$ cat src/dcst_consts.svh
// register map, field layout and reset values of the spacing timer
`ifndef DCST_CONSTS_SVH
`define DCST_CONSTS_SVH

// register bus and bank geometry
`define DCST_ADDR_W         4
`define DCST_DATA_W         32
`define DCST_BANKS          8
`define DCST_BANK_W         3

// byte offsets of the registers
`define DCST_OFS_TIMING     4'h0
`define DCST_OFS_CONFIG     4'h4
`define DCST_OFS_STATUS     4'h8

// timing register field positions
`define DCST_RFC_HI         31
`define DCST_RFC_LO         25
`define DCST_RP_HI          24
`define DCST_RP_LO          22
`define DCST_RCD_HI         21
`define DCST_RCD_LO         19
`define DCST_WR_HI          18
`define DCST_WR_LO          16
`define DCST_RAS_HI         15
`define DCST_RAS_LO         11
`define DCST_RC_HI          10
`define DCST_RC_LO          6
`define DCST_RRD_HI         5
`define DCST_RRD_LO         3
`define DCST_RSVD_BIT       2
`define DCST_WTR_HI         1
`define DCST_WTR_LO         0

// timing register reset values per field
`define DCST_RST_RFC        7'h2a
`define DCST_RST_RP         3'h4
`define DCST_RST_RCD        3'h4
`define DCST_RST_WR         3'h4
`define DCST_RST_RAS        5'h0e
`define DCST_RST_RC         5'h0b
`define DCST_RST_RRD        3'h3
`define DCST_RST_RSVD       1'h0
`define DCST_RST_WTR        2'h2

// configuration register bits and reset value
`define DCST_CFG_ENABLE_BIT 0
`define DCST_CFG_UNLOCK_BIT 1
`define DCST_CFG_W          2
`define DCST_RST_CFG        2'h0

// status register bit positions
`define DCST_ST_ACT_LO      0
`define DCST_ST_PRE_LO      8
`define DCST_ST_REF_BIT     16
`define DCST_ST_RD_BIT      17
`define DCST_ST_WR_BIT      18

`endif

$ cat src/dcst_pkg.sv
// shared types of the command spacing timer
package dcst_pkg;
	typedef logic [31:0] dcst_word_t;   // one register word
	typedef logic [2:0]  dcst_bank_t;   // bank number
	typedef logic [7:0]  dcst_bankv_t;  // one bit per bank
	// register selected by the bus address
	typedef enum logic [1:0] {
		DCST_SEL_TIMING,
		DCST_SEL_CONFIG,
		DCST_SEL_STATUS,
		DCST_SEL_NONE
	} dcst_sel_t;
endpackage

$ cat src/dcst_reset_sync.sv
// reset release synchroniser
`timescale 1ns/10ps
module dcst_reset_sync
(
	input  wire logic clock_in,   // system clock
	input  wire logic nrst_in,    // raw reset, active low
	output logic      nrst_out    // reset with synchronous release
);
	logic stage_q;                // first stage, read only by the second

	// assert at once, release after two edges
	always_ff @(posedge clock_in or negedge nrst_in)
	begin
		if (!nrst_in)
		begin
			stage_q  <= 1'b0;
			nrst_out <= 1'b0;
		end
		else
		begin
			stage_q  <= 1'b1;
			nrst_out <= stage_q;
		end
	end
endmodule

$ cat src/dcst_gap_counter.sv
// one spacing down-counter with a zero flag
`timescale 1ns/10ps
module dcst_gap_counter
#(
	parameter int W = 3           // field width
)
(
	input  wire logic         clock_in,   // system clock
	input  wire logic         nrst_in,    // synchronous-release reset
	input  wire logic         load_in,    // triggering command this cycle
	input  wire logic [W-1:0] value_in,   // field value, count minus one
	output logic              done_d_out, // next-cycle eligibility
	output logic              done_q_out  // eligibility now
);
	logic [W-1:0] cnt_q;          // remaining cycles
	logic [W-1:0] cnt_d;          // next remaining cycles

	// load on trigger, else count down and stop at zero
	assign cnt_d      = load_in ? value_in :
	                    (cnt_q != '0) ? cnt_q - {{(W-1){1'b0}}, 1'b1} : cnt_q;
	assign done_d_out = (cnt_d == '0);

	// counter starts idle, so every command is eligible after reset
	always_ff @(posedge clock_in or negedge nrst_in)
	begin
		if (!nrst_in)
		begin
			cnt_q      <= '0;
			done_q_out <= 1'b1;
		end
		else
		begin
			cnt_q      <= cnt_d;
			done_q_out <= done_d_out;
		end
	end
endmodule

$ cat src/dcst_timer.sv
// command spacing timer: timing register, config register and gap counters
`timescale 1ns/10ps
`include "dcst_consts.svh"
module dcst_timer
(
	input  wire logic                    clock_in,        // memory output clock
	input  wire logic                    nrst_in,         // reset, active low
	// register port
	// one-cycle strobes, read data in the cycle after
	input  wire logic [`DCST_ADDR_W-1:0] reg_addr_in,     // byte address
	input  wire logic [`DCST_DATA_W-1:0] reg_wdata_in,    // write data
	input  wire logic                    reg_wr_in,       // write strobe
	input  wire logic                    reg_rd_in,       // read strobe
	output logic [`DCST_DATA_W-1:0]      reg_rdata_out,   // read data, next cycle
	// commands issued by the controller, same clock
	// same clock as the core, so no synchroniser
	input  wire logic                    cmd_refresh_in,  // refresh issued
	input  wire logic                    cmd_mode_load_in,// mode-register load issued
	input  wire logic                    cmd_precharge_in,// precharge issued
	input  wire logic                    cmd_activate_in, // activate issued
	input  wire logic [`DCST_BANK_W-1:0] cmd_bank_in,     // bank of the activate
	input  wire logic                    cmd_read_in,     // read issued
	input  wire logic                    wr_data_last_in, // final write data transfer
	// eligibility toward the command scheduler
	// registered levels, high while the command may go
	output logic [`DCST_BANKS-1:0]       activate_ok_out, // activate allowed per bank
	output logic [`DCST_BANKS-1:0]       precharge_ok_out,// precharge allowed per bank
	output logic                         refresh_ok_out,  // refresh allowed
	output logic                         read_ok_out,     // read allowed
	output logic                         write_ok_out,    // write allowed
	output logic                         init_start_out,  // start initialization, pulse
	output logic                         ctrl_enable_out  // controller enable bit
);
	// synchronised reset used by everything below
	// all flops leave reset on one edge, so no counter
	// wakes up half way through a gap
	logic                        rst_n;

	// register state
	// timing word kept whole; reserved bit always stored as zero
	dcst_pkg::dcst_word_t        timing_q;        // timing set one
	dcst_pkg::dcst_word_t        timing_d;        // next timing set one
	logic [`DCST_CFG_W-1:0]      cfg_q;           // enable and unlock bits
	logic [`DCST_CFG_W-1:0]      cfg_d;           // next config
	logic                        init_start_d;    // next init request

	// decoded bus access
	// reads and writes share one address map
	dcst_pkg::dcst_sel_t         sel;             // register under the address
	logic                        wr_timing;       // write aimed at timing word
	logic                        wr_timing_ok;    // that write is accepted
	logic                        wr_config;       // write aimed at config
	logic                        wr_changed;      // write-recovery field changes
	dcst_pkg::dcst_word_t        status_word;     // live eligibility view
	dcst_pkg::dcst_word_t        rd_mux;          // selected read value
	dcst_pkg::dcst_word_t        rdata_d;         // next read data

	// unpacked timing fields
	// each field is the gap minus one, as loaded
	logic [6:0]                  f_rfc;           // refresh cycle
	logic [2:0]                  f_rp;            // precharge period
	logic [2:0]                  f_rcd;           // row to column
	logic [2:0]                  f_wr;            // write recovery
	logic [4:0]                  f_ras;           // row active
	logic [4:0]                  f_rc;            // row cycle
	logic [2:0]                  f_rrd;           // row to row
	logic [1:0]                  f_wtr;           // write to read

	// counter results, next-cycle view
	// lets a grant drop on the edge that takes
	// the triggering command
	logic                        rfc_done;        // refresh/mode gap over
	logic                        rp_done;         // precharge gap over
	logic                        rcd_done;        // activate to column gap over
	logic                        wr_done;         // write recovery over
	logic                        rrd_done;        // bank to bank gap over
	logic                        wtr_done;        // write to read gap over
	dcst_pkg::dcst_bankv_t       ras_done;        // per bank row active over
	dcst_pkg::dcst_bankv_t       rc_done;         // per bank row cycle over
	dcst_pkg::dcst_bankv_t       act_hit;         // activate aimed at each bank

	// next eligibility
	// high: the command may issue next cycle
	dcst_pkg::dcst_bankv_t       act_ok_d;        // activate per bank
	dcst_pkg::dcst_bankv_t       pre_ok_d;        // precharge per bank
	logic                        ref_ok_d;        // refresh
	logic                        rd_ok_d;         // read
	logic                        wrc_ok_d;        // write

	// field extraction used for both stored and written words
	// one helper keeps compare and split in step
	function automatic logic [2:0] wr_field(input dcst_pkg::dcst_word_t w);
		wr_field = w[`DCST_WR_HI:`DCST_WR_LO];
	endfunction

	// reset release
	// asserts at once, releases through two flops
	dcst_reset_sync u_rst
	(
		.clock_in (clock_in),
		.nrst_in  (nrst_in),
		.nrst_out (rst_n)
	);

	// address decode
	// other offsets read zero and take no write
	assign sel = (reg_addr_in == `DCST_OFS_TIMING) ? dcst_pkg::DCST_SEL_TIMING :
	             (reg_addr_in == `DCST_OFS_CONFIG) ? dcst_pkg::DCST_SEL_CONFIG :
	             (reg_addr_in == `DCST_OFS_STATUS) ? dcst_pkg::DCST_SEL_STATUS :
	             dcst_pkg::DCST_SEL_NONE;

	assign wr_timing    = reg_wr_in && (sel == dcst_pkg::DCST_SEL_TIMING);
	assign wr_config    = reg_wr_in && (sel == dcst_pkg::DCST_SEL_CONFIG);
	// a locked timing word silently keeps its fields
	// no error flag: software must read back to know
	assign wr_timing_ok = wr_timing && cfg_q[`DCST_CFG_UNLOCK_BIT];
	assign wr_changed   = (wr_field(reg_wdata_in) != wr_field(timing_q));

	// timing word next value; reserved bit is forced low on every write
	// done here so the read path needs no special case
	assign timing_d = wr_timing_ok ?
	                  {reg_wdata_in[31:`DCST_RSVD_BIT+1], 1'b0,
	                   reg_wdata_in[`DCST_RSVD_BIT-1:0]} :
	                  timing_q;
	assign cfg_d    = wr_config ? reg_wdata_in[`DCST_CFG_W-1:0] : cfg_q;

	// new write recovery while enabled restarts initialization
	// enable and compare use values held before the write;
	// writing the same field value again restarts nothing
	assign init_start_d = wr_timing_ok && wr_changed &&
	                      cfg_q[`DCST_CFG_ENABLE_BIT];

	// registers
	// init request is a pulse: it is recomputed
	// from the strobe on every cycle
	always_ff @(posedge clock_in or negedge rst_n)
	begin
		if (!rst_n)
		begin
			timing_q       <= {`DCST_RST_RFC, `DCST_RST_RP, `DCST_RST_RCD,
			                   `DCST_RST_WR, `DCST_RST_RAS, `DCST_RST_RC,
			                   `DCST_RST_RRD, `DCST_RST_RSVD, `DCST_RST_WTR};
			cfg_q          <= `DCST_RST_CFG;
			init_start_out <= 1'b0;
		end
		else
		begin
			timing_q       <= timing_d;
			cfg_q          <= cfg_d;
			init_start_out <= init_start_d;
		end
	end

	// enable bit is also handed to the controller core
	// fed from the next config value, so the copy
	// changes in the same cycle as the bit itself
	always_ff @(posedge clock_in or negedge rst_n)
	begin
		if (!rst_n)
			ctrl_enable_out <= 1'b0;
		else
			ctrl_enable_out <= cfg_d[`DCST_CFG_ENABLE_BIT];
	end

	// status view: what the scheduler currently sees
	// built from the very grant flops, no extra lag
	assign status_word = {13'h0000, write_ok_out, read_ok_out, refresh_ok_out,
	                      precharge_ok_out, activate_ok_out};

	// read select; unmapped addresses read zero
	assign rd_mux = (sel == dcst_pkg::DCST_SEL_TIMING) ? timing_q :
	                (sel == dcst_pkg::DCST_SEL_CONFIG) ? {30'h00000000, cfg_q} :
	                (sel == dcst_pkg::DCST_SEL_STATUS) ? status_word :
	                32'h00000000;
	// read data holds only for the cycle after the strobe
	// zero outside reads keeps a shared bus quiet,
	// at the cost of one gate in the read path
	assign rdata_d = reg_rd_in ? rd_mux : 32'h00000000;

	// read data register
	// registered so data never follow a later address
	always_ff @(posedge clock_in or negedge rst_n)
	begin
		if (!rst_n)
			reg_rdata_out <= 32'h00000000;
		else
			reg_rdata_out <= rdata_d;
	end

	// field split, from the stored word only
	// a new field counts from the next trigger on;
	// a gap already running keeps its old length
	assign f_rfc = timing_q[`DCST_RFC_HI:`DCST_RFC_LO];
	assign f_rp  = timing_q[`DCST_RP_HI:`DCST_RP_LO];
	assign f_rcd = timing_q[`DCST_RCD_HI:`DCST_RCD_LO];
	assign f_wr  = wr_field(timing_q);
	assign f_ras = timing_q[`DCST_RAS_HI:`DCST_RAS_LO];
	assign f_rc  = timing_q[`DCST_RC_HI:`DCST_RC_LO];
	assign f_rrd = timing_q[`DCST_RRD_HI:`DCST_RRD_LO];
	assign f_wtr = timing_q[`DCST_WTR_HI:`DCST_WTR_LO];

	// refresh or mode load opens the refresh-cycle gap
	// seven bits: the longest gap in the word
	dcst_gap_counter #(.W(7)) u_rfc
	(
		.clock_in   (clock_in),
		.nrst_in    (rst_n),
		.load_in    (cmd_refresh_in | cmd_mode_load_in),
		.value_in   (f_rfc),
		.done_d_out (rfc_done),
		.done_q_out ()
	);

	// any precharge opens the precharge gap; tracked globally, so a
	// precharge to one bank also holds off activates elsewhere
	// trades some bandwidth for one counter, not eight
	dcst_gap_counter #(.W(3)) u_rp
	(
		.clock_in   (clock_in),
		.nrst_in    (rst_n),
		.load_in    (cmd_precharge_in),
		.value_in   (f_rp),
		.done_d_out (rp_done),
		.done_q_out ()
	);

	// activate to column command, conservative across banks
	// a column command may wait longer than needed,
	// never shorter
	dcst_gap_counter #(.W(3)) u_rcd
	(
		.clock_in   (clock_in),
		.nrst_in    (rst_n),
		.load_in    (cmd_activate_in),
		.value_in   (f_rcd),
		.done_d_out (rcd_done),
		.done_q_out ()
	);

	// final write data to precharge
	// global: one write holds precharge of all banks
	dcst_gap_counter #(.W(3)) u_wr
	(
		.clock_in   (clock_in),
		.nrst_in    (rst_n),
		.load_in    (wr_data_last_in),
		.value_in   (f_wr),
		.done_d_out (wr_done),
		.done_q_out ()
	);

	// activate to activate in another bank; also applied to the same
	// bank, harmless because the row-cycle gap there is longer
	dcst_gap_counter #(.W(3)) u_rrd
	(
		.clock_in   (clock_in),
		.nrst_in    (rst_n),
		.load_in    (cmd_activate_in),
		.value_in   (f_rrd),
		.done_d_out (rrd_done),
		.done_q_out ()
	);

	// last write to read
	// writes themselves are never held by this gap
	dcst_gap_counter #(.W(2)) u_wtr
	(
		.clock_in   (clock_in),
		.nrst_in    (rst_n),
		.load_in    (wr_data_last_in),
		.value_in   (f_wtr),
		.done_d_out (wtr_done),
		.done_q_out ()
	);

	// per-bank row active and row cycle counters
	// truly per bank, so each bank has its own pair;
	// the bank number counts only beside an activate
	generate
		for (genvar b = 0; b < `DCST_BANKS; b++)
		begin : g_bank
			assign act_hit[b] = cmd_activate_in &&
			                    (cmd_bank_in == dcst_pkg::dcst_bank_t'(b));

			// activate to precharge of this bank
			dcst_gap_counter #(.W(5)) u_ras
			(
				.clock_in   (clock_in),
				.nrst_in    (rst_n),
				.load_in    (act_hit[b]),
				.value_in   (f_ras),
				.done_d_out (ras_done[b]),
				.done_q_out ()
			);

			// activate to activate of this bank
			dcst_gap_counter #(.W(5)) u_rc
			(
				.clock_in   (clock_in),
				.nrst_in    (rst_n),
				.load_in    (act_hit[b]),
				.value_in   (f_rc),
				.done_d_out (rc_done[b]),
				.done_q_out ()
			);
		end
	endgenerate

	// combine the gaps into per-command eligibility
	// allowed only when every guarding gap is over;
	// a read starts no gap, so its strobe gates nothing
	assign act_ok_d = rc_done & {`DCST_BANKS{rfc_done & rp_done & rrd_done}};
	assign pre_ok_d = ras_done & {`DCST_BANKS{wr_done}};
	assign ref_ok_d = rfc_done & rp_done;
	assign rd_ok_d  = rcd_done & wtr_done;
	assign wrc_ok_d = rcd_done;

	// eligibility flops; they see a command's own load in the same edge,
	// so a gated command never sees a stale grant
	// grants start high: after reset no gap is open
	always_ff @(posedge clock_in or negedge rst_n)
	begin
		if (!rst_n)
		begin
			activate_ok_out  <= 8'hff;
			precharge_ok_out <= 8'hff;
			refresh_ok_out   <= 1'b1;
			read_ok_out      <= 1'b1;
			write_ok_out     <= 1'b1;
		end
		else
		begin
			activate_ok_out  <= act_ok_d;
			precharge_ok_out <= pre_ok_d;
			refresh_ok_out   <= ref_ok_d;
			read_ok_out      <= rd_ok_d;
			write_ok_out     <= wrc_ok_d;
		end
	end
endmodule

$ cat config.mk
export PLATFORM = sky130hd
export DESIGN_NAME = dcst_timer
export DESIGN_NICKNAME = d
export VERILOG_FILES = /design/src/dcst_pkg.sv /design/src/dcst_reset_sync.sv /design/src/dcst_gap_counter.sv /design/src/dcst_timer.sv
export VERILOG_INCLUDE_DIRS = /design/src /design/src/src
export SDC_FILE = /design/constraint.sdc
export NUM_CORES = 1
export LEC_CHECK = 0
export BUFFER_PORTS_ARGS = -buffer_cell sky130_fd_sc_hd__buf_2
export CAP_MARGIN = 20
export CORE_ASPECT_RATIO = 0.8
export CORE_MARGIN = 4
export CORE_UTILIZATION = 59
export CTS_BUF_LIST = sky130_fd_sc_hd__clkbuf_4
export DETAILED_ROUTE_END_ITERATION = 7
export GPL_TIMING_DRIVEN = 0
export PLACE_DENSITY_LB_ADDON = 0.3
export SLEW_MARGIN = 10
export SYNTH_ARGS = -nofsm -noshare
export SYNTH_HDL_FRONTEND = slang
export SYNTH_SLANG_ARGS = --single-unit
$ cat constraint.sdc
create_clock -name clock_in -period 10.5 [get_ports clock_in]
set_input_delay 1.05 -clock clock_in [delete_from_list [all_inputs] [get_ports clock_in]]
set_output_delay 1.05 -clock clock_in [all_outputs]
set_load 0.05 [all_outputs]
==> run summary, run 1 <==
The maximum fanout count along the critical path is 9. The cell that appears most often on the critical path is sky130_fd_sc_hd__ha_1. The die outline width is approximately 150 um.

For the worst setup path, the data required time is 10950 ps. The utilization after layout is 0.677. CTS built an H-tree with a depth of 4. Of all flip-flops after synthesis, the portion carrying an async set or reset was 1.00.

The die height came out at 122 um. The residual antenna-violating net count after detailed routing is 0. The area of placed instances came out at between 0.01 and 0.015 mm^2.

The fraction of the cycle the final worst path needs is 0.255. The combined area of all synthesized cells is about 0.0096 mm^2. For the pin with the worst max-slew slack, the measured transition is just over 900 ps. Across all layers, the routed design uses between 7000 and 8000 vias. The run finished with clean final reports. The design area came out at 0.0107 mm^2. The first-pass GRT wire length is ~36000 um. The net count after synthesis is 1059. The max capacitance violation total is 0. In this run the count of I/O pins placed on the die edge is ~100. The number of nets in the final layout is around 1200. The power density over the cells is 267 mW/mm^2.

Traced cell by cell, the critical path runs through inv_1 > ha_1 > ha_1 > xor2_1 > o21ai_0 > or3_1 > a211oi_2 > nand3_2 > nor4_1. The min-delay analysis places its worst path in the category in -> async. The core area is between 0.015 and 0.02 mm^2. The number of slew-limit violations in the final report is 0. In this run the tightest slew margin relative to its limit is 0.381. Setup violations remaining at the end of the flow were counted as 0. The final routed DRC violation total came out at 0. The post-cts gate resize count is 0. The part of the Yosys area used for sequential elements came out at 0.494.

Buffers inserted during clock tree synthesis total 17. The number of buffers on the longest clock path came out at 2. The clock-pin slew reported for the worst setup and hold paths after clock tree synthesis came out at approximately 150 ps. Setup total negative slack on the finished layout was measured at 0 ps.

On the worst path, the slowest cell contributes a delay of slightly above 500 ps. The number of antenna violations at the first check in global routing came to 1. STA puts the critical path data arrival time at 3120 ps. The total overflow reported by the global router came out at 0. The via count of the first global-routing pass came out at approximately 7300. For this design, the slowest cell found on the critical path is sky130_fd_sc_hd__nor4_1. The synthesized area per cell is around 10 um^2.

The maximum vdd ir drop is 0.161 mV. Clock tree synthesis selected as its root buffer the cell sky130_fd_sc_hd__clkbuf_4. The gate count after technology mapping came out at between 900 and 1000. The placed wire-length estimate is 16300 um. The routed via count divided by cell count came out at between 5 and 6. At the later pin of the worst-skew pair, clock insertion delay measures 590 ps.

The detail-routed net length per standard cell is between 15 and 20 um. In this run, synthesis inferred 0 flip-flops with an integrated enable. Of the cells placed in the final design, the portion with a size suffix greater than 1 is 0.216. The startpoint-to-endpoint class of the critical path is reg -> reg.

The design draws 2.86 mW. The number of buffers added for setup after CTS came out at 0. Setup repair after global routing left no endpoint under its margin. The pin count of the biggest net entering global routing is 65. For this design, the CTS-stage hold fixing added 0 buffers.

The minimum hold slack is between 200 and 250 ps. The TritonCTS clock tree is done. The area of the die came out at between 0.015 and 0.02 mm^2.

The maximum operating frequency is ~0.37 GHz. The placer's final routability congestion estimate came out at a little under 0.9. The initial cell density of the core is 0.606. The count of yosys warnings during synthesis came out at 0. The final routed wirelength across all metal layers came out at approximately 22000 um. The leakage power total came out at about 5 nW. The synthesized flop and latch total is 188.

The most used flip-flop cell after synthesis is sky130_fd_sc_hd__dfrtp_1. The initialized floorplan defines 41 standard-cell rows. The worst setup path is launched from a register. Buffers placed on the I/O ports in this run total between 90 and 100. The count of endpoints failing hold in the final timing report came to 0. Counting every sink on the clock net gives between 150 and 200. The synthesized netlist contains 58 unique library cells. The worst clock skew on the final layout is between 15 and 20 ps. The type of destination of the critical path is a register. The global-route usage over all layers came out at 0.251.

The DRC violation total after the first TritonRoute iteration is 551. The time the worst path needs with I/O delays and setup came out at 2670 ps. The number of detailed-route iterations in the first pass is 5. The area growth from synthesis to final layout is 11.6%.
-- synth_stat cells (8+ instances only) --
| library cell | number | share of area |
|---|---|---|
| sky130_fd_sc_hd__dfrtp_1 | 154 | 0.40 |
| sky130_fd_sc_hd__nor2_1 | 120 | 0.047 |
| sky130_fd_sc_hd__a21oi_1 | 100 | 0.052 |
| sky130_fd_sc_hd__inv_1 | 68 | 0.027 |
| sky130_fd_sc_hd__nand2_1 | 62 | 0.024 |
| sky130_fd_sc_hd__ha_1 | 45 | 0.059 |
| sky130_fd_sc_hd__mux2_2 | 44 | 0.052 |
| sky130_fd_sc_hd__dfstp_2 | 34 | 0.093 |
| sky130_fd_sc_hd__xnor2_1 | 32 | 0.029 |
| sky130_fd_sc_hd__o21ai_0 | 31 | 0.016 |
| sky130_fd_sc_hd__nor3_1 | 28 | 0.015 |
| sky130_fd_sc_hd__clkbuf_1 | 26 | 0.010 |
| sky130_fd_sc_hd__and3_1 | 20 | 0.013 |
| sky130_fd_sc_hd__nor4_1 | 16 | 0.010 |
| sky130_fd_sc_hd__o31ai_1 | 16 | 0.012 |
| sky130_fd_sc_hd__a22o_1 | 14 | 0.013 |
| sky130_fd_sc_hd__xor2_1 | 14 | 0.013 |
| sky130_fd_sc_hd__mux2i_1 | 13 | 0.014 |
| sky130_fd_sc_hd__nor3b_1 | 13 | 0.010 |
| sky130_fd_sc_hd__nand3_1 | 8 | 0.0042 |
| sky130_fd_sc_hd__nor2b_1 | 8 | 0.0052 |
| sky130_fd_sc_hd__nor4b_1 | 8 | 0.0073 |
-- layout make-up --
type	instances	area (um^2)
clock buffers	17	128
fillers	1270	5130
flip-flops and latches	188	4750
clock inverters	15	135
repair buffers	101	573
well taps	215	269
inverters	68	255
diodes	1	2.50
plain buffers	38	166
multi-input cells	671	4440
-- path summary, 6_finish.rpt --
check | startpoint | endpoint | slack, ps | depth (start not counted)
hold reg to reg | u_rst.nrst_out | u_rfc.cnt_q[1] | 220 | 0
setup / recovery | u_rp.cnt_q[0] | activate_ok_out[3] | 7830 | 9
max in group asynchronous | u_rst.nrst_out | timing_q[14] | 9300 | 2
hold / removal | nrst_in | u_rst.nrst_out | 220 | 1
min in group clock_in | u_rst.stage_q | u_rst.nrst_out | 370 | 0
setup reg to reg | u_rp.cnt_q[0] | activate_ok_out[3] | 7830 | 9
-- layer usage --
layer  wire length [um]  part of all wire  GRT usage
met5                  0                 0          0
met4                330             0.015     0.0770
met3               1290             0.058     0.0480
met2              10400              0.47      0.394
met1              10100              0.46      0.358
-- placed cells by master, fill, tap and decap left out, drive strengths merged, types with 8 or more instances in the layout --
master	netlist	layout
nor4b	11	11
o31ai	16	16
and3	20	20
buf	12	113
inv	68	75
clkbuf	26	43
xnor2	32	32
a22o	14	14
nor4	17	17
ha	45	45
mux2	44	44
dfstp	34	34
dfrtp	154	154
nor3b	13	13
nand2	62	62
mux2i	13	13
nor3	28	28
nor2	120	120
xor2	14	14
a21oi	100	100
nor2b	8	8
nand3	9	9
o21ai	31	31
-- critical path: cells and delay by family (launching register included) --
family / cells / cell delay, ps
adder cells (fa/ha/maj): 2 / 390
AND/OR/NAND/NOR: 3 / 1190
XOR/XNOR: 1 / 160
flip-flops: 1 / 430
AO/OA/AOI/OAI: 2 / 310
buffers and inverters: 1 / 70
-- report_power, final --
group | leakage (nW) | switching, mW | internal, mW | total [mW]
sequential | 2.28 | 0.216 | 0.986 | 1.20
combinational | 2.67 | 0.724 | 0.553 | 1.28
clock | 0.134 | 0.260 | 0.121 | 0.381
-- sequential cells by signal (all words and copies together) (netlist names), 2 cells and up --
signal / count
u_rp.cnt_q: 3
reg_rdata_out: 32
g_bank.u_ras.cnt_q: 40
timing_q: 31
u_wr.cnt_q: 3
activate_ok_out: 8
u_rfc.cnt_q: 7
g_bank.u_rc.cnt_q: 40
u_rcd.cnt_q: 3
u_rrd.cnt_q: 3
precharge_ok_out: 8
u_wtr.cnt_q: 2
-- stage by stage --
| stage | worst slack [ps] | instances |
|---|---|---|
| 2_1_floorplan | 4930 | 965 |
| 3_3_place_gp | 2970 | 1277 |
| 3_5_place_dp | 7090 | 1280 |
| 4_1_cts | 7570 | 1312 |
| 5_1_grt | 7680 | 1314 |
| 6_report | 7830 | 1314 |
-- kinds of logic after synthesis --
group,share of synthesized area
compound gates,0.119
simple gates,0.178
xor+xnor,0.0419
mux,0.0651
other cells,0.000390
fa+ha+maj,0.0586
flops,0.494
buf+inv,0.0439
(Power assumes the default switching activity.)
==> run 2: changes to the inputs <==
ABC_AREA = 1   (was default)
CORE_UTILIZATION = 55   (was 59)
clock period = 2.4 ns   (was 10.5 ns; I/O delays follow)
==> run 2 against run 1 <==
Compared with the run above:
- clock skew about the same
- synthesized cell count increased by 9.4%
- count of clock-buffer cells in the layout unchanged
- worst setup slack got worse by 7500 ps
- non-clock buffer count increased by 26
- critical endpoint is now precharge_ok_out[5]
- first-iteration DRC count increased by 0.91%
- sequential share of layout area decreased by 0.76 points
- wire length increased by 3.2%
- highest routed layer unchanged
- sequential cell count unchanged
==> run summary, run 2 <==
The leading cell type by number of instances after synthesis is sky130_fd_sc_hd__nand2_1 (was sky130_fd_sc_hd__dfrtp_1). The buffer cell driving the clock tree root is sky130_fd_sc_hd__clkbuf_4 (unchanged). The switching power is 4.77 mW (was 1.20 mW). The design area came out at 0.0109 mm^2 (was 0.0107 mm^2). The via count of the first global-routing pass is 7360 (was 7319).

The filler cell count came out at 1358 (was 1270). The count of endpoints failing hold in the final timing report came out at 0 (unchanged). The number of buffers on the longest clock path was 2 (unchanged). The worst clock skew on the final layout was 17.0 ps (was 16.9 ps). The type of destination of the critical path was a register (unchanged). Status: finished clean (unchanged). Leading registers by flop count: g_bank.u_ras.cnt_q: 40 flops, g_bank.u_rc.cnt_q: 40 flops, reg_rdata_out: 32 flops (unchanged). The proportion of power drawn by combinational gates is 0.425 (was 0.447).

The share of layout cells above drive strength 1 is 0.175 (was 0.216). The routed via count divided by cell count came out at 5.26 (was 5.62). The fraction of registers with async set/reset is 1.00 (unchanged). The post-synthesis share of cell area spent on xor and xnor gates came out at 0.0544 (was 0.0419).

The post-synthesis compound-gate area fraction came to 0.100 (was 0.119). The number of antenna violations at the first check in global routing is 0 (was 1). The first-pass GRT wire length came out at 37200 um (was 36100 um). The number of core rows was 42 (was 41). The die height came to 125 um (was 122 um). The time the worst path needs with I/O delays and setup came out at 2100 ps (was 2670 ps).

The post-synthesis cell type with the largest combined area was sky130_fd_sc_hd__dfrtp_1 (unchanged). The synthesized-area fraction occupied by and/or/nand/nor cells is 0.189 (was 0.178). The total internal power came out at 6.62 mW (was 1.66 mW). The CTS H-tree depth is 4 (unchanged). The number of buffers added for setup after CTS was 0 (unchanged). The TritonCTS clock tree is done (unchanged). The clock latency on the worst-skew pair is 590 ps (about the same). The number of enable-type register cells in the synthesized netlist is 0 (unchanged). The placed wire-length estimate was 16200 um (was 16300 um). The fraction of power spent switching nets is 0.419 (about the same). The arrival time reported for the critical path endpoint came out at 2630 ps (was 3120 ps). The maximum operating frequency is 0.475 GHz (was 0.374 GHz). The final routed DRC violation total came out at 0 (unchanged). The startpoint-to-endpoint class of the critical path is reg -> reg (unchanged). The part of the Yosys area used for sequential elements came out at 0.508 (was 0.494). The total overflow reported by the global router is 0 (unchanged). The total CTS buffers is 17 (unchanged). The area growth from synthesis to final layout is 16.8% (was 11.6%).

The proportion of synthesized area in mux cells is 0.0155 (was 0.0651). The number of detailed-route iterations in the first pass came out at 6 (was 5). The global-route usage over all layers is 0.243 (was 0.251). The synthesized-area fraction occupied by adder cells is 0.0603 (was 0.0586). The required time of the critical path is 2930 ps (was 10950 ps). The combinational family with the most area after synthesis was simple AND/OR/NAND/NOR gates (unchanged). The most frequently used flop master after synthesis is sky130_fd_sc_hd__dfrtp_1 (unchanged). The final routed wirelength across all metal layers came out at 22800 um (was 22100 um). The net count after synthesis came out at 1150 (was 1059).

Largest cells by area after synthesis: sky130_fd_sc_hd__dfrtp_1 (41%), sky130_fd_sc_hd__dfstp_2 (9.6%), sky130_fd_sc_hd__nand2_1 (7.6%) (was sky130_fd_sc_hd__dfrtp_1 (40%), sky130_fd_sc_hd__dfstp_2 (9.3%), sky130_fd_sc_hd__ha_1 (5.9%)). The residual antenna-violating net count after detailed routing came out at 0 (unchanged). The count of yosys warnings during synthesis is 0 (unchanged). The synthesized area per cell is 8.84 um^2 (was 9.96 um^2). The slew at the pin closest to its max-slew limit came out at 694 ps (was 922 ps).

The power density over the cells came to 1040 mW/mm^2 (was 267 mW/mm^2). The sequential share of power is 0.423 (was 0.420). The clock-pin slew reported for the worst setup and hold paths after clock tree synthesis is 170 ps (was 150 ps). The number of antenna cells inserted came to 0 (was 1). The startpoint kind of the worst setup timing path is a register (unchanged). The number of sinks driven by the clock tree was 188 (unchanged). The number of nets in the final layout is 1312 (was 1179). The initial cell density of the core is 0.562 (was 0.606). The worst slew margin relative to its limit was 0.537 (was 0.381). The setup-violating endpoint count in the final report was 0 (unchanged). The part of the power in the clock network is 0.152 (was 0.133). The total via count in the routed design came out at 7630 (was 7384).

The leakage power total is 5.59 nW (was 5.09 nW). The leading cell type in the layout, fill and taps excluded was sky130_fd_sc_hd__nand2_1 (was sky130_fd_sc_hd__dfrtp_1). Most common library cells after synthesis: sky130_fd_sc_hd__nand2_1 (189), sky130_fd_sc_hd__dfrtp_1 (154), sky130_fd_sc_hd__nor2_1 (149) (was sky130_fd_sc_hd__dfrtp_1 (154), sky130_fd_sc_hd__nor2_1 (120), sky130_fd_sc_hd__a21oi_1 (100)).

The maximum vdd ir drop is 0.908 mV (was 0.161 mV). The area of placed instances came out at 0.0102 mm^2 (was 0.0105 mm^2). The placer's final routability congestion estimate came out at 0.889 (was 0.893).

The area of the multi-input gates is 0.00394 mm^2 (was 0.00444 mm^2). The number of I/O pins is 102 (unchanged). The combined area of all synthesized cells is 0.00934 mm^2 (was 0.00961 mm^2). RSZ-0062 raised after global routing: false (unchanged). The core area came out at 0.0166 mm^2 (was 0.0159 mm^2). The number of slew-limit violations in the final report came to 0 (unchanged). The max capacitance violation total came out at 0 (unchanged).

The synthesized flop and latch total is 188 (unchanged). The utilization after layout was 0.657 (was 0.677). The sequential cell area was 0.00475 mm^2 (unchanged). The fraction of the cycle the final worst path needs came to 0.877 (was 0.255). The count of input and output buffers came out at 98 (was 97).

The pin count of the biggest net entering global routing is 64 (was 65). The area of the die is 0.0191 mm^2 (was 0.0184 mm^2). The unique cell type count in the Yosys netlist is 44 (was 58). The share of the synthesized area in the top cell type was 0.413 (was 0.401). Commonest cells after routing, fill and taps aside: sky130_fd_sc_hd__nand2_1 (189), sky130_fd_sc_hd__dfrtp_1 (153), sky130_fd_sc_hd__nor2_1 (147) (was sky130_fd_sc_hd__dfrtp_1 (153), sky130_fd_sc_hd__nor2_1 (120), sky130_fd_sc_hd__buf_2 (102)). The DRC violation total after the first TritonRoute iteration came to 556 (was 551).

The maximum fanout count along the critical path is 8 (was 9). The die outline width is 154 um (was 151 um). The type of the worst min-delay path was in -> reg (was in -> async).

The gate count after technology mapping is 1056 (was 965). The detail-routed net length per standard cell was 15.7 um (was 16.8 um).
run 2: cell count changes in the layout (fill, tap and decap cells not counted), sizes merged, moves of 16 or more:
cell         previous run  this run
o22ai                   4        27
nor4                   17         0
nand2                  62       193
a21oi                 100        44
clkbuf                 43        25
nand3                   9        44
xor2                   14        39
mux2                   44        12
nor2                  120       155
inv                    75       152
o21ai                  31        67
o31ai                  16         0
dlygate4sd3             0        42
nor3                   28         7
run 2: cells by family (layout without fill, tap and decap cells):
kind of cell | after synthesis | after routing
flops | 188 | 188
mux | 13 | 13
other cells | 1 | 1
simple gates | 419 | 419
compound gates | 165 | 165
fa+ha+maj | 45 | 45
buf+inv | 167 | 342
xor+xnor | 58 | 58
run 2: worst paths after layout:
check / start / endpoint / slack (ps) / cells past startpoint
min in group asynchronous: u_rst.nrst_out / g_bank[1].u_ras.cnt_q[4] / 270 / 0
max in group asynchronous: u_rst.nrst_out / timing_q[30] / 1170 / 2
min: cmd_mode_load_in / u_rfc.cnt_q[4] / 40 / 6
max: u_wr.cnt_q[0] / precharge_ok_out[5] / 300 / 8
max reg2reg: u_wr.cnt_q[0] / precharge_ok_out[5] / 300 / 8
min reg2reg: u_rst.nrst_out / g_bank[1].u_ras.cnt_q[4] / 270 / 0
run 2: timing repair:
item | 4_1_cts | 5_1_grt
endpoints found under the setup margin | 0 | 10
hold buffers | 42 | 0
hold endpoints to repair | 50 | 0
resized for setup | 0 | 4
run 2: worst max-delay path, cell delays in order, from the launching register on:
cell and delay, ps:
sky130_fd_sc_hd__dfrtp_1 390, sky130_fd_sc_hd__inv_1 60, sky130_fd_sc_hd__ha_1 210, sky130_fd_sc_hd__ha_1 220, sky130_fd_sc_hd__xnor2_1 130, sky130_fd_sc_hd__a21boi_0 300
sky130_fd_sc_hd__nand3_2 360, sky130_fd_sc_hd__nor2_1 210, sky130_fd_sc_hd__and3_1 180
run 2: through the flow:
step                      setup slack, ps  cells  total power [mW]  TNS (ps)  hold slack (ps)
after detailed placement              151   1377              9.55         0             27.6
after floorplan                       491   1056              8.46         0            -55.6
after global placement               -171   1374              9.34    -22820             25.6
final                                 295   1451              11.4         0             40.2
after global routing                 44.3   1451              12.4         0             15.2
after CTS                             133   1451              11.3         0             3.82
run 2: cell type report:
cell class / count / area share
clock buffers: 17 / 0.0117
well taps: 220 / 0.0252
inverters: 145 / 0.0501
clock inverters: 15 / 0.0139
repair buffers: 143 / 0.0911
flip-flops and latches: 188 / 0.435
plain buffers: 22 / 0.0111
multi-input cells: 701 / 0.361
run 2: power by group through the flow:
stage / combinational (mW) / clock [mW] / sequential, mW
detailed placement: 4.68 / 0 / 4.87
global placement: 4.45 / 0 / 4.89
global route: 5.57 / 1.91 / 4.93
finish: 4.84 / 1.73 / 4.82
CTS: 4.78 / 1.76 / 4.81
floorplan: 3.59 / 0 / 4.87
run 2: per-layer routing:
metal,routed length [um],vias to the layer above,GRT usage,part of all wire
li1,-,3704,-,-
met1,10500,3677,0.343,0.46
met2,10700,219,0.390,0.47
met3,1320,30,0.0483,0.058
met4,326,0,0.0561,0.014
met5,0,-,0,0
==> run 3: changes to the inputs <==
CTS_BUF_LIST = sky130_fd_sc_hd__clkbuf_2 sky130_fd_sc_hd__clkbuf_4 sky130_fd_sc_hd__clkbuf_8   (was sky130_fd_sc_hd__clkbuf_4)
SLEW_MARGIN = 20   (was 10)
==> run 3 against run 2 <==
Compared with the run above:
- via count fell by 1.6%
- hold slack got worse by 25 ps
- fmax fell by 0.37%
- non-clock buffer count fell by 22
- critical path depth rose by 3
- sequential share of layout area rose by 0.47 points
- total power rose by 2.9%
- count of clock-buffer cells in the layout did not move
- utilization fell by 0.71 points
- sequential cell count did not move
- final cell count fell by 1.5%
- register-to-register slack barely moved
- critical path type unchanged
- largest cell class unchanged
- largest power group is now sequential cells
==> run summary, run 3 (same netlist as run 2, synthesis figures left out) <==
The via count of the first global-routing pass is 7366 (was 7360). The number of buffers on the longest clock path was 2 (unchanged). The area of the die is 0.0191 mm^2 (unchanged). The core area is 0.0166 mm^2 (unchanged). The power density over the cells was 1090 mW/mm^2 (was 1040 mW/mm^2). Leading registers by flop count: g_bank.u_ras.cnt_q: 40 flops, g_bank.u_rc.cnt_q: 40 flops, reg_rdata_out: 32 flops (unchanged).

The initial cell density of the core was 0.562 (unchanged). The met1 track utilization from global routing is 0.345 (was 0.343). RSZ-0062 raised after global routing: false (unchanged).

The first-pass GRT wire length is 36800 um (was 37200 um). The final routed DRC violation total is 0 (unchanged). The startpoint-to-endpoint class of the critical path is reg -> reg (unchanged). The setup-violating endpoint count in the final report is 0 (unchanged). The type of destination of the critical path was a register (unchanged).

The design area came out at 0.0108 mm^2 (was 0.0109 mm^2). The proportion of power drawn by combinational gates is 0.409 (was 0.425). The fraction of power spent switching nets was 0.411 (was 0.419). The placed wire-length estimate is 16300 um (was 16200 um).

The number of slew-limit violations in the final report came to 0 (unchanged). The TritonCTS clock tree was done (unchanged). The required time of the critical path is 2800 ps (was 2930 ps). The fraction of the cycle the final worst path needs was 0.880 (was 0.877). The area of placed instances was 0.0102 mm^2 (unchanged). The buffer cell driving the clock tree root is sky130_fd_sc_hd__clkbuf_8 (was sky130_fd_sc_hd__clkbuf_4).

The CTS H-tree depth was 4 (unchanged). The number of antenna cells inserted is 0 (unchanged). The number of antenna violations at the first check in global routing is 0 (unchanged). The maximum operating frequency is 0.473 GHz (was 0.475 GHz). The most used routing layer was met2 (unchanged). The maximum vdd ir drop came out at 0.729 mV (was 0.908 mV). The filler cell count is 1378 (was 1358).

The switching power came out at 4.82 mW (was 4.77 mW). The placer's final routability congestion estimate is 0.889 (unchanged). The final routed wirelength across all metal layers is 22500 um (was 22800 um). The routed via count divided by cell count is 5.25 (was 5.26). The total CTS buffers came out at 17 (unchanged). The number of cells after detailed placement was 1377 (unchanged). The sequential share of power came out at 0.411 (was 0.423). The number of I/O pins came to 102 (unchanged). The leading cell type in the layout, fill and taps excluded is sky130_fd_sc_hd__nand2_1 (unchanged).

The worst slew margin relative to its limit is 0.511 (was 0.537). The detail-routed net length per standard cell is 15.7 um (about the same). The global-route usage over all layers is 0.240 (was 0.243). The number of nets in the final layout was 1290 (was 1312). The number of core rows came out at 42 (unchanged). The clock-pin slew reported for the worst setup and hold paths after clock tree synthesis is 110 ps (was 170 ps).

The time the worst path needs with I/O delays and setup is 2110 ps (was 2100 ps). The overall power of the completed layout came out at 11.7 mW (was 11.4 mW). The arrival time reported for the critical path endpoint was 2510 ps (was 2630 ps). The max capacitance violation total came out at 0 (unchanged). The final instance count without filler cells was 1429 (was 1451).

The number of sinks driven by the clock tree came out at 188 (unchanged). The clock latency on the worst-skew pair came to 490 ps (was 590 ps). Status: finished clean (unchanged). The area of the multi-input gates is 0.00394 mm^2 (about the same). The total overflow reported by the global router came out at 0 (unchanged). The type of the worst min-delay path was in -> reg (unchanged). The die outline width came to 154 um (unchanged). The global-route met3 utilization is 0.0431 (was 0.0483). The count of endpoints failing hold in the final timing report is 0 (unchanged). The DRC violation total after the first TritonRoute iteration came to 479 (was 556). The die height was 125 um (unchanged).

The count of input and output buffers came to 98 (unchanged). The total via count in the routed design came out at 7508 (was 7630). The leakage power total came out at 5.55 nW (was 5.59 nW). The sequential cell area was 0.00475 mm^2 (unchanged).

The part of the power in the clock network came out at 0.179 (was 0.152). The total internal power was 6.91 mW (was 6.62 mW). The residual antenna-violating net count after detailed routing came to 0 (unchanged). The maximum fanout count along the critical path came to 8 (unchanged). The slew at the pin closest to its max-slew limit came to 734 ps (was 694 ps).

The area growth from synthesis to final layout is 15.6% (was 16.8%). The minimum hold slack came out at 15.2 ps (was 40.2 ps). The share of layout cells above drive strength 1 came out at 0.179 (was 0.175). The met2 capacity usage during global routing came to 0.376 (was 0.390). The worst clock skew on the final layout is 17.1 ps (was 17.0 ps).

The pin count of the biggest net entering global routing is 60 (was 64). The number of detailed-route iterations in the first pass came out at 5 (was 6). Commonest cells after routing, fill and taps aside: sky130_fd_sc_hd__nand2_1 (189), sky130_fd_sc_hd__dfrtp_1 (153), sky130_fd_sc_hd__nor2_1 (148) (was sky130_fd_sc_hd__nand2_1 (189), sky130_fd_sc_hd__dfrtp_1 (153), sky130_fd_sc_hd__nor2_1 (147)). The startpoint kind of the worst setup timing path is a register (unchanged).
-- run 3: changes by cell type in the layout (fill, tap and decap cells not counted), moves of 2 or more --
| cell | change |
|---|---|
| sky130_fd_sc_hd__clkbuf_4 | -17 |
| sky130_fd_sc_hd__clkbuf_8 | +17 |
| sky130_fd_sc_hd__dlygate4sd3_1 | -22 |
| sky130_fd_sc_hd__inv_6 | +2 |
-- run 3: area by class of cell --
class / instances / share of cell area
inverter: 145 / 0.0507
tap: 220 / 0.0255
multi-input combinational: 701 / 0.365
buffer: 22 / 0.0112
clock buffer: 17 / 0.0217
clock inverter: 15 / 0.0139
timing repair buffer: 121 / 0.0716
sequential: 188 / 0.440
-- run 3: timing repair --
| item | 4_1_cts | 5_1_grt |
|---|---|---|
| endpoints found under the setup margin | 0 | 3 |
| resized for setup | 0 | 3 |
| buffers inserted | 0 | 0 |
| hold buffers | 20 | 0 |
| hold endpoints to repair | 21 | 0 |
-- run 3: worst max-delay path, cell delays in order, from the launching register on --
cell and delay [ps]:
sky130_fd_sc_hd__dfrtp_1 390, sky130_fd_sc_hd__inv_1 80, sky130_fd_sc_hd__ha_1 160, sky130_fd_sc_hd__inv_1 50, sky130_fd_sc_hd__ha_1 180, sky130_fd_sc_hd__o21ai_0 210, sky130_fd_sc_hd__nand3_1 110, sky130_fd_sc_hd__nor2_1 90
sky130_fd_sc_hd__nand3_1 80, sky130_fd_sc_hd__nor2_1 230, sky130_fd_sc_hd__nand4_4 240, sky130_fd_sc_hd__nor2_2 200
-- run 3: per-layer routing --
metal	vias to the layer above	routed length, um
met5	-	0
met3	41	1280
li1	3675	-
met1	3593	10400
met4	0	499
met2	199	10300
-- run 3: per-stage QoR --
stage	utilization	TNS (ps)	setup WS, ps
after floorplan	-	0	491
after global placement	0.609	-22820	-171
after detailed placement	0.614	0	147
after CTS	0.649	0	128
after global routing	0.650	0	41.7
final	0.650	0	287
-- run 3: power groups by stage --
stage               combinational (mW)  sequential (mW)  clock [mW]
floorplan                         3.59             4.87           0
global placement                  4.45             4.89           0
detailed placement                4.69             4.87           0
CTS                               4.77             4.81        2.12
global route                      5.54             4.94        2.26
finish                            4.80             4.82        2.10
-- run 3: final timing paths --
path,start,to,slack [ps],depth (start not counted)
worst max register to register,u_rp.cnt_q[0],activate_ok_out[2],290,11
min in group asynchronous,nrst_in,u_rst.nrst_out,60,2
worst min register to register,u_rst.nrst_out,g_bank[1].u_ras.cnt_q[4],260,0
worst max-delay path,u_rp.cnt_q[0],activate_ok_out[2],290,11
max in group asynchronous,u_rst.nrst_out,timing_q[4],1190,2
worst min-delay path,reg_wdata_in[12],timing_q[12],20,3
